`config.mk`:
```
export PLATFORM = sky130hd
export DESIGN_NAME = csm_manager
export DESIGN_NICKNAME = d
export VERILOG_FILES = /design/src/design/csm_pkg.sv /design/src/design/csm_seq_if.sv /design/src/design/csm_manager.sv /design/src/design/csm_seq.sv
export VERILOG_INCLUDE_DIRS = /design/src /design/src/design
export SDC_FILE = /design/constraint.sdc
export NUM_CORES = 2
export LEC_CHECK = 0
export CORE_AREA = 2 2 614 616
export CTS_CLUSTER_SIZE = 40
export DETAILED_ROUTE_END_ITERATION = 10
export DIE_AREA = 0 0 616 618
export DONT_BUFFER_PORTS = 1
export GPL_TIMING_DRIVEN = 0
export PLACE_DENSITY = 0.37
export SLEW_MARGIN = 10
export SYNTH_ARGS = -nofsm -noshare
export SYNTH_HDL_FRONTEND = slang
export SYNTH_SLANG_ARGS = --single-unit
export TNS_END_PERCENT = 1
```
`constraint.sdc`:
```
create_clock -name sys_clk_in -period 69.3 [get_ports sys_clk_in]
set_clock_uncertainty 0.1 [all_clocks]
set_input_delay 3.465 -clock sys_clk_in [delete_from_list [all_inputs] [get_ports sys_clk_in]]
set_output_delay 3.465 -clock sys_clk_in [all_outputs]
set_load 0.01 [all_outputs]
```
`src/design/csm_consts.svh`:
```
// Constants for the context save list manager.
// Assumes inclusion by bare name from every design file that needs them.
`ifndef CSM_CONSTS_SVH
`define CSM_CONSTS_SVH
`define CSM_LINK_IDX 4'h0
`define CSM_W1_IDX 4'h1
`define CSM_SP_IDX 4'h2
`define CSM_RA_UP_IDX 4'h3
`define CSM_LAST_IDX 4'hF
`define CSM_NULL_PTR 20'h00000
`define CSM_PTR_MSB 19
`define CSM_UL_BIT 20
`define CSM_PIE_BIT 21
`define CSM_PREV_CPU_PRIORITY_LSB 22
`define CSM_PREV_CPU_PRIORITY_MSB 29
`define CSM_ISTK_BIT 9
`define CSM_CDC_MSB 6
`define CSM_EA_PAD 6'h00
`define CSM_WORD_BYTES 32'h00000004
`define CSM_AREA_MASK 32'hFFFFFFC0
`endif

```
`src/design/csm_pkg.sv`:
```
// Types shared by the context save list manager and its word sequencer.
// Assumes nothing beyond a SystemVerilog compiler.
package csm_pkg;
   typedef enum logic [3:0] {
      csm_op_call, csm_op_irq, csm_op_trap_sync, csm_op_trap_async,
      csm_op_system_call, csm_op_call_return, csm_op_exception_return,
      csm_op_begin_service, csm_op_save_lower, csm_op_restore_lower,
      csm_op_store_lower, csm_op_store_upper, csm_op_load_lower,
      csm_op_load_upper
   } csm_op_type;
   typedef enum logic [2:0] {
      st_idle, st_prep, st_link, st_relink, st_relink_wait, st_body
   } csm_state_type;
endpackage : csm_pkg

```
`src/design/csm_seq_if.sv`:
```
// Carrier between the list manager and the word sequencer.
// Assumes both ends run on the same clock.
interface csm_seq_if;
   logic start;
   logic wr;
   logic [31:0] base;
   logic [3:0] first;
   logic [3:0] last;
   logic [31:0] img [16];
   logic [3:0] ridx;
   logic rvalid;
   logic [31:0] rdata;
   logic done;
   modport mgr(output start, wr, base, first, last, img, input ridx, rvalid, rdata, done);
   modport seq(input start, wr, base, first, last, img, output ridx, rvalid, rdata, done);
endinterface : csm_seq_if

```
`src/design/csm_manager.sv`:
```
// Context save list manager: keeps the free and previous save-area lists.
// Assumes the core hands one context operation at a time with its image,
// and a word memory behind a req/ack port on the same clock.
module csm_manager
   import csm_pkg::*;
(
   input wire logic sys_clk_in,
   input wire logic rst_in,
   input wire logic op_valid_in,
   input wire csm_op_type op_code_in,
   input wire logic [31:0] op_pc_in,
   input wire logic [31:0] op_next_pc_in,
   input wire logic [31:0] op_ea_in,
   input wire logic [31:0] ctx_img_in [16],
   input wire logic [7:0] cur_cpu_priority_in,
   input wire logic irq_enable_flag_in,
   input wire logic [31:0] irq_stack_base_ptr_in,
   input wire logic cfg_wr_in,
   input wire logic [19:0] cfg_free_head_in,
   input wire logic [19:0] cfg_free_limit_in,
   input wire logic [31:0] cfg_context_info_in,
   input wire logic [31:0] cfg_status_in,
   input wire logic [31:0] cfg_stack_ptr_in,
   input wire logic [31:0] cfg_return_addr_in,
   input wire logic mem_ack_in,
   input wire logic [31:0] mem_rdata_in,
   output logic mem_req_out,
   output logic mem_we_out,
   output logic [31:0] mem_addr_out,
   output logic [31:0] mem_wdata_out,
   output logic op_busy_out,
   output logic op_done_out,
   output logic ctx_valid_out,
   output logic [31:0] ctx_img_out [16],
   output logic free_list_depletion_trap_out,
   output logic free_list_underflow_trap_out,
   output logic call_stack_underflow_trap_out,
   output logic context_type_error_out,
   output logic call_depth_overflow_out,
   output logic irq_reenable_out,
   output logic [19:0] free_list_head_ptr_out,
   output logic [31:0] previous_context_info_out,
   output logic [31:0] processor_status_word_out,
   output logic [31:0] stack_pointer_out,
   output logic [31:0] return_address_out
);
`include "csm_consts.svh"
   csm_seq_if sq();
   csm_state_type state;
   csm_op_type op;
   logic [19:0] free_list_head_ptr;
   logic [19:0] free_list_limit_ptr;
   logic [31:0] previous_context_info;
   logic [31:0] processor_status_word;
   logic [31:0] stack_pointer_reg;
   logic [31:0] return_address_reg;
   logic [31:0] next_previous_buffer;
   logic [31:0] img [16];
   logic [31:0] area;
   logic depl;
   logic k_save, k_rest, k_store, k_load, k_upper, k_event;
   logic [19:0] previous_context_ptr;
   logic [6:0] cdc_m;
   logic [6:0] cdc_v;

   ////////////////////////////////////////////////////////////////////////
   // Address of a save area: offset steps by 64 bytes, segment on top
   function automatic logic [31:0] csm_ea(input logic [19:0] p);
      return {p[19:16], `CSM_EA_PAD, p[15:0], `CSM_EA_PAD};
   endfunction : csm_ea

   // True for operations whose image is the upper context
   function automatic logic op_upper(input csm_op_type o);
      return !(o inside {csm_op_begin_service, csm_op_save_lower,
         csm_op_restore_lower, csm_op_store_lower, csm_op_load_lower});
   endfunction : op_upper

   // Counter bits lie below the highest zero of the call depth field
   function automatic logic [6:0] cdc_mask(input logic [6:0] c);
      logic [6:0] m;
      m = 7'h00;
      for (int i = 0; i < 7; i++) begin
         if (!c[i]) m = 7'((8'h01 << i) - 8'h01);
      end
      return m;
   endfunction : cdc_mask

   ////////////////////////////////////////////////////////////////////////
   // Operation classes
   always_comb begin
      k_save = op inside {csm_op_call, csm_op_irq, csm_op_trap_sync,
         csm_op_trap_async, csm_op_system_call, csm_op_begin_service,
         csm_op_save_lower};
      k_rest = op inside {csm_op_call_return, csm_op_exception_return,
         csm_op_restore_lower};
      k_store = op inside {csm_op_store_lower, csm_op_store_upper};
      k_load = op inside {csm_op_load_lower, csm_op_load_upper};
      k_upper = op_upper(op);
      k_event = op inside {csm_op_irq, csm_op_trap_sync, csm_op_trap_async,
         csm_op_system_call};
   end
   assign previous_context_ptr = previous_context_info[`CSM_PTR_MSB:0];
   assign cdc_m = cdc_mask(processor_status_word[`CSM_CDC_MSB:0]);
   assign cdc_v = processor_status_word[`CSM_CDC_MSB:0];

   ////////////////////////////////////////////////////////////////////////
   // Sequencer launch: base, word span and direction in one pulse
   task automatic seq_go(input logic [31:0] b, input logic [3:0] f,
         input logic [3:0] l, input logic w);
      sq.start <= 1'b1;
      sq.base <= b;
      sq.first <= f;
      sq.last <= l;
      sq.wr <= w;
   endtask : seq_go

   ////////////////////////////////////////////////////////////////////////
   // Operation sequencing; for saves and restores the link word travels before the body
   always_ff @(posedge sys_clk_in or posedge rst_in) begin
      if (rst_in) begin
         state <= st_idle;
         op <= csm_op_call;
         op_busy_out <= 1'b0;
         op_done_out <= 1'b0;
         sq.start <= 1'b0;
         sq.wr <= 1'b0;
         sq.base <= 32'h00000000;
         sq.first <= 4'h0;
         sq.last <= 4'h0;
         area <= 32'h00000000;
         depl <= 1'b0;
      end else begin
         op_done_out <= 1'b0;
         sq.start <= 1'b0;
         case (state)
            st_idle: begin
               if (op_valid_in && !cfg_wr_in) begin
                  op <= op_code_in;
                  area <= op_ea_in & `CSM_AREA_MASK;
                  op_busy_out <= 1'b1;
                  state <= st_prep;
               end
            end
            st_prep: begin
               if ((k_save && free_list_head_ptr == `CSM_NULL_PTR) ||
                     (k_rest && previous_context_ptr == `CSM_NULL_PTR)) begin
                  op_done_out <= 1'b1;
                  op_busy_out <= 1'b0;
                  state <= st_idle;
               end else if (k_save) begin
                  seq_go(csm_ea(free_list_head_ptr), `CSM_LINK_IDX, `CSM_LINK_IDX,
                     1'b0);
                  area <= csm_ea(free_list_head_ptr);
                  depl <= (free_list_head_ptr == free_list_limit_ptr);
                  state <= st_link;
               end else if (k_rest) begin
                  seq_go(csm_ea(previous_context_ptr), `CSM_LINK_IDX, `CSM_LINK_IDX,
                     1'b0);
                  area <= csm_ea(previous_context_ptr);
                  state <= st_link;
               end else begin
                  seq_go(area, `CSM_LINK_IDX, `CSM_LAST_IDX, k_store);
                  state <= st_body;
               end
            end
            st_link: begin
               if (sq.done && k_save) begin
                  seq_go(area, `CSM_LINK_IDX, `CSM_LAST_IDX, 1'b1);
                  state <= st_body;
               end else if (sq.done && previous_context_info[`CSM_UL_BIT] != k_upper) begin
                  op_done_out <= 1'b1;
                  op_busy_out <= 1'b0;
                  state <= st_idle;
               end else if (sq.done) begin
                  state <= st_relink;
               end
            end
            st_relink: begin
               seq_go(area, `CSM_LINK_IDX, `CSM_LINK_IDX, 1'b1);
               state <= st_relink_wait;
            end
            st_relink_wait: begin
               if (sq.done) begin
                  seq_go(area, `CSM_W1_IDX, `CSM_LAST_IDX, 1'b0);
                  state <= st_body;
               end
            end
            st_body: begin
               if (sq.done) begin
                  op_done_out <= 1'b1;
                  op_busy_out <= 1'b0;
                  state <= st_idle;
               end
            end
            default: state <= st_idle;
         endcase
      end
   end

   ////////////////////////////////////////////////////////////////////////
   // Pointers, status and trap pulses
   always_ff @(posedge sys_clk_in or posedge rst_in) begin
      if (rst_in) begin
         free_list_head_ptr <= `CSM_NULL_PTR;
         free_list_limit_ptr <= `CSM_NULL_PTR;
         previous_context_info <= 32'h00000000;
         processor_status_word <= 32'h00000000;
         stack_pointer_reg <= 32'h00000000;
         return_address_reg <= 32'h00000000;
         next_previous_buffer <= 32'h00000000;
         free_list_depletion_trap_out <= 1'b0;
         free_list_underflow_trap_out <= 1'b0;
         call_stack_underflow_trap_out <= 1'b0;
         context_type_error_out <= 1'b0;
         call_depth_overflow_out <= 1'b0;
         irq_reenable_out <= 1'b0;
      end else begin
         free_list_depletion_trap_out <= 1'b0;
         free_list_underflow_trap_out <= 1'b0;
         call_stack_underflow_trap_out <= 1'b0;
         context_type_error_out <= 1'b0;
         call_depth_overflow_out <= 1'b0;
         irq_reenable_out <= 1'b0;
         if (state == st_idle && cfg_wr_in) begin
            free_list_head_ptr <= cfg_free_head_in;
            free_list_limit_ptr <= cfg_free_limit_in;
            previous_context_info <= cfg_context_info_in;
            processor_status_word <= cfg_status_in;
            stack_pointer_reg <= cfg_stack_ptr_in;
            return_address_reg <= cfg_return_addr_in;
         end
         if (state == st_prep) begin
            free_list_underflow_trap_out <= k_save && free_list_head_ptr == `CSM_NULL_PTR;
            call_stack_underflow_trap_out <= k_rest && previous_context_ptr == `CSM_NULL_PTR;
         end
         if (state == st_link && sq.done && k_save) begin
            // New chain head; the old info already sits in the link word
            previous_context_info[`CSM_PTR_MSB:0] <= free_list_head_ptr;
            previous_context_info[`CSM_UL_BIT] <= k_upper;
            free_list_head_ptr <= sq.rdata[`CSM_PTR_MSB:0];
            if (k_event) begin
               previous_context_info[`CSM_PIE_BIT] <= irq_enable_flag_in;
               previous_context_info[`CSM_PREV_CPU_PRIORITY_MSB:`CSM_PREV_CPU_PRIORITY_LSB] <= cur_cpu_priority_in;
               if (!processor_status_word[`CSM_ISTK_BIT]) begin
                  stack_pointer_reg <= irq_stack_base_ptr_in;
                  processor_status_word[`CSM_ISTK_BIT] <= 1'b1;
               end
            end
            if (op == csm_op_call && cdc_m != 7'h00) begin
               // Overflow traps; the count itself wraps to zero
               call_depth_overflow_out <= (cdc_v & cdc_m) == cdc_m;
               processor_status_word[`CSM_CDC_MSB:0] <=
                  (cdc_v & ~cdc_m) | ((cdc_v + 7'h01) & cdc_m);
            end
         end
         if (state == st_link && sq.done && k_rest) begin
            // Our own info flag types the head area; the link word types the one after
            context_type_error_out <= previous_context_info[`CSM_UL_BIT] != k_upper;
            next_previous_buffer <= sq.rdata;
         end
         if (state == st_relink_wait && sq.done) begin
            free_list_head_ptr <= previous_context_ptr;
            previous_context_info <= next_previous_buffer;
         end
         if (state == st_body && sq.done) begin
            if (k_save) begin
               free_list_depletion_trap_out <= depl;
               irq_reenable_out <= op == csm_op_begin_service;
               if (op == csm_op_trap_sync)
                  return_address_reg <= op_pc_in;
               else if (k_upper)
                  return_address_reg <= op_next_pc_in;
            end else if (!k_store) begin
               // Lower registers other than the return address and the link stay put
               if (k_load)
                  previous_context_info <= img[`CSM_LINK_IDX];
               if (k_upper) begin
                  processor_status_word <= img[`CSM_W1_IDX];
                  stack_pointer_reg <= img[`CSM_SP_IDX];
                  return_address_reg <= img[`CSM_RA_UP_IDX];
               end else begin
                  return_address_reg <= img[`CSM_W1_IDX];
               end
            end
         end
      end
   end

   ////////////////////////////////////////////////////////////////////////
   // Image buffer: captured at acceptance, so it holds pre-event values
   always_ff @(posedge sys_clk_in or posedge rst_in) begin
      if (rst_in) begin
         for (int i = 0; i < 16; i++) img[i] <= 32'h00000000;
         ctx_valid_out <= 1'b0;
      end else begin
         ctx_valid_out <= 1'b0;
         if (state == st_idle && op_valid_in && !cfg_wr_in) begin
            for (int i = 0; i < 16; i++) img[i] <= ctx_img_in[i];
            img[`CSM_LINK_IDX] <= previous_context_info;
            if (op_upper(op_code_in)) begin
               img[`CSM_W1_IDX] <= processor_status_word;
               img[`CSM_SP_IDX] <= stack_pointer_reg;
               img[`CSM_RA_UP_IDX] <= return_address_reg;
            end else begin
               img[`CSM_W1_IDX] <= return_address_reg;
            end
         end
         if (state == st_link && sq.done && k_rest)
            img[`CSM_LINK_IDX] <= {12'h000, free_list_head_ptr};
         if (state == st_body && sq.rvalid)
            img[sq.ridx] <= sq.rdata;
         if (state == st_body && sq.done && !k_save && !k_store)
            ctx_valid_out <= 1'b1;
      end
   end
   assign sq.img = img;
   assign ctx_img_out = img;
   assign free_list_head_ptr_out = free_list_head_ptr;
   assign previous_context_info_out = previous_context_info;
   assign processor_status_word_out = processor_status_word;
   assign stack_pointer_out = stack_pointer_reg;
   assign return_address_out = return_address_reg;

   csm_seq u_seq (
      .sys_clk_in(sys_clk_in),
      .rst_in(rst_in),
      .s(sq.seq),
      .mem_req_out(mem_req_out),
      .mem_we_out(mem_we_out),
      .mem_addr_out(mem_addr_out),
      .mem_wdata_out(mem_wdata_out),
      .mem_ack_in(mem_ack_in),
      .mem_rdata_in(mem_rdata_in)
   );
endmodule : csm_manager

```
`src/design/csm_seq.sv`:
```
// Word sequencer: walks words first..last of one save area in order.
// Assumes memory answers each held request with a one-cycle ack.
module csm_seq
   import csm_pkg::*;
(
   input wire logic sys_clk_in,
   input wire logic rst_in,
   csm_seq_if.seq s,
   output logic mem_req_out,
   output logic mem_we_out,
   output logic [31:0] mem_addr_out,
   output logic [31:0] mem_wdata_out,
   input wire logic mem_ack_in,
   input wire logic [31:0] mem_rdata_in
);
`include "csm_consts.svh"
   logic [3:0] idx;
   logic [3:0] last;

   ////////////////////////////////////////////////////////////////////////
   // One request held per word; the next word goes out on the ack edge
   always_ff @(posedge sys_clk_in or posedge rst_in) begin
      if (rst_in) begin
         mem_req_out <= 1'b0;
         mem_we_out <= 1'b0;
         mem_addr_out <= 32'h00000000;
         mem_wdata_out <= 32'h00000000;
         idx <= 4'h0;
         last <= 4'h0;
         s.ridx <= 4'h0;
         s.rvalid <= 1'b0;
         s.rdata <= 32'h00000000;
         s.done <= 1'b0;
      end else begin
         s.done <= 1'b0;
         s.rvalid <= 1'b0;
         if (!mem_req_out && s.start) begin
            mem_req_out <= 1'b1;
            mem_we_out <= s.wr;
            idx <= s.first;
            last <= s.last;
            mem_addr_out <= s.base + {26'h0, s.first, 2'h0};
            mem_wdata_out <= s.img[s.first];
         end else if (mem_req_out && mem_ack_in) begin
            s.rdata <= mem_rdata_in;
            s.ridx <= idx;
            s.rvalid <= !mem_we_out;
            if (idx == last) begin
               mem_req_out <= 1'b0;
               s.done <= 1'b1;
            end else begin
               idx <= idx + 4'h1;
               mem_addr_out <= mem_addr_out + `CSM_WORD_BYTES;
               mem_wdata_out <= s.img[idx + 4'h1];
            end
         end
      end
   end
endmodule : csm_seq

```
==> flow_metrics.env <==
export IMPL_cts_resized=0
export IMPL_gp_congestion=0.978
export IMPL_fin_crit_ps=6720
export IMPL_rows=225
export IMPL_cp_slowest_stage_delay_ps=1010
export IMPL_worstSetupPathType="in -> reg"
export IMPL_drive_gt1_frac=0.117
export IMPL_grt_max_degree=103
export IMPL_place_inst=10379
export IMPL_synth_most_common_cell="nand2_1"
export IMPL_yosys_warnings=0
export IMPL_detailedPlace_worstSlack_ps=61670
export IMPL_die_w_um=616
export IMPL_via_per_inst=4.65
export IMPL_grt_pass1_vias=47179
export IMPL_drt_total_wl_um=508000
export IMPL_ys_async_sr_fraction=1.00
export IMPL_crit_fanout=10
export IMPL_slew_viol_final=0
export IMPL_cp_end_kind="flop"
export IMPL_rsz0062_at_grt="false"
export IMPL_htree_levels=4
export IMPL_worst_pin_slew_ps=1430
export IMPL_antenna_found_initial=223
export IMPL_wire_per_inst_um=47.4
export IMPL_yosysTopAreaCell="dfrtp_1"
export IMPL_hold_class="reg -> reg"
export IMPL_syn_nets=6185
export IMPL_postSynthCellCount=5321
export IMPL_hold_start="area[1]"
export IMPL_final_nets=6388
export IMPL_grt_total_usage=0.257
export IMPL_dr_pass1_iters=8
export IMPL_syn_area_per_cell_sq_um=9.23
export IMPL_path_cells="nand2b_1 > nor4_1 > clkbuf_1 > clkbuf_2 > buf_12 > clkbuf_1 > nand2_1 > a31oi_1"
export IMPL_setup_tns_ps=0
export IMPL_cpMostUsedCell="clkbuf_1"
export IMPL_cap_viol_max_count=0
export IMPL_timing_rr_start="u_seq.idx[0]"
export IMPL_cts_root_buf="clkbuf_16"
export IMPL_yosysUniqueCellTypes=64
export IMPL_crit_start="cfg_wr_in"
export IMPL_syn_to_final_growth_pct=25.6
export IMPL_power_density_mw_per_mm2=65.0
export IMPL_ctsHoldBuffers=0
export IMPL_gr_total_overflow=0
export IMPL_drtIter0Drc=5924
export IMPL_peakVddDrop_uv=22.9
export IMPL_die_h_um=618
export IMPL_fin_crit_sh=0.0970
export IMPL_max_clock_freq_mhz=149
export IMPL_yosysSeqAreaShare=0.462
export IMPL_clock_sinks=906
export IMPL_crit_slowest_cell="clkbuf_1"
export IMPL_ios=1593
export IMPL_outcome="complete, no violations"
export IMPL_start_util=0.131
export IMPL_leakagePower_nw=22.9
export IMPL_ant_nets=0
export IMPL_crit_path_start_kind="input pin"
export IMPL_slew_headroom=0.0447
export IMPL_crit_family="buffers and inverters"
export IMPL_setup_viol=0
export IMPL_yosysTopAreaCellShare=0.462
export IMPL_stdcell_count=10713
export IMPL_dp_hpwl_um=434000
export IMPL_clk_path_buf_depth=4
export IMPL_synthTopCellsByCount="1,259 x nand2_1, 906 x dfrtp_1, 629 x o21ai_0"
export IMPL_core_sq_mm=0.374
export IMPL_yosys_top_cells_area="dfrtp_1 46%, nand2_1 9.6%, mux2i_1 9.1%, o21ai_0 6.4%, mux4_2 5.9%"
export IMPL_clk_pin_slew_ps=60
export IMPL_critical_path_buf_inv_count=4
export IMPL_synth_flop_cell="dfrtp_1"
export IMPL_synth_edf_count=0
export IMPL_synth_ff_latch_count=906
export IMPL_cts_tree="built"
export IMPL_route_detailed_drc=0
export IMPL_setup_ws_ps=62580
export IMPL_insertion_delay_ps=870
export IMPL_dieArea_sq_mm=0.381
export IMPL_final_core_util=0.165
export IMPL_worstPathRequired_ps=69940
export IMPL_post_cts_buffers=0
export IMPL_portBuffers=0
export IMPL_grt_pass1_wl_um=619000
export IMPL_vias=49851
export IMPL_cts_buffers=137
export IMPL_arrival_ps=7360
export IMPL_finalHoldViolCount=0
export IMPL_netlist_area_sq_mm=0.0491
[sequential cells by signal (all words and copies together) (netlist names), 3 cells and up]
register                   flops
area                          32
ctx_img_out                  512
free_list_head_ptr_out        20
free_list_limit_ptr           20
next_previous_buffer          32
op                             4
previous_context_info_out     32
processor_status_word_out     32
return_address_out            32
sq.base                       32
stack_pointer_out             32
state                          3
u_seq.idx                      4
u_seq.mem_addr_out            32
u_seq.mem_wdata_out           32
u_seq.s.rdata                 32
u_seq.s.ridx                   4
[path summary, 6_finish.rpt]
check	to	slack, ps	cells past startpoint
setup / recovery	ctx_img_out[3]	62580	8
hold / removal	area[1]	390	1
setup reg to reg	u_seq.mem_wdata_out[17]	64390	7
hold reg to reg	area[1]	390	1
max in group asynchronous	ctx_img_out[46]	63850	5
min in group asynchronous	return_address_out[24]	2450	1
[placed cells by master (no fill, tap or decap), drive strengths merged, types with 93 or more instances in the layout]
| cell type | count |
|---|---|
| mux2i | 448 |
| mux2 | 93 |
| buf | 172 |
| nand3 | 160 |
| nor2 | 333 |
| a31oi | 148 |
| nand2 | 1259 |
| o21ai | 632 |
| diode | 101 |
| clkbuf | 571 |
| a21oi | 144 |
| mux4 | 128 |
| dfrtp | 906 |
[routing by layer]
metal  track usage  share of wire  up-vias
li1              -              -    19398
met1         0.271           0.35    26038
met2         0.443           0.49     3335
met3        0.0926          0.096      944
met4         0.142          0.066      136
met5             0         0.0017        -
[report_power, final]
group	leakage, nW	switching [W]	internal [W]	total [W]
registers	10.7	0.000866	0.000762	0.00163
logic	9.98	0.00110	0.000551	0.00165
clock network	2.21	0.000303	0.000427	0.000730
[cell families (layout without fill, tap and decap cells)]
kind of cell / after synthesis / count (layout) / synth area share
muxes: 669 / 669 / 0.171
buffers and inverters: 519 / 816 / 0.0414
adders and majority gates: 8 / 8 / 0.00194
and+or+nand+nor: 1896 / 1896 / 0.157
xor gates and xnor gates: 80 / 80 / 0.0143
AOI/OAI and AO/OA: 1243 / 1243 / 0.152
other: 0 / 101 / 0
DFF: 906 / 906 / 0.462
[metrics by stage]
step / cell area (sq um) / power, W / hold slack (ps)
after floorplan: 49100 / 0.00188 / 335
after global placement: 55300 / 0.00321 / 359
after detailed placement: 56900 / 0.00329 / 365
after CTS: 61400 / 0.00403 / 381
after global routing: 61500 / 0.00411 / 406
final: 61600 / 0.00401 / 385
[layout make-up]
class	instances	area [sq um]
fillers	41976	313000
multi-input cells	3896	24500
flip-flops and latches	906	22700
well taps	4994	6250
clock buffers	193	4050
plain buffers	486	2020
repair buffers	64	1410
clock inverters	40	405
diodes	101	253
inverters	33	131
(Power assumes the default switching activity.)
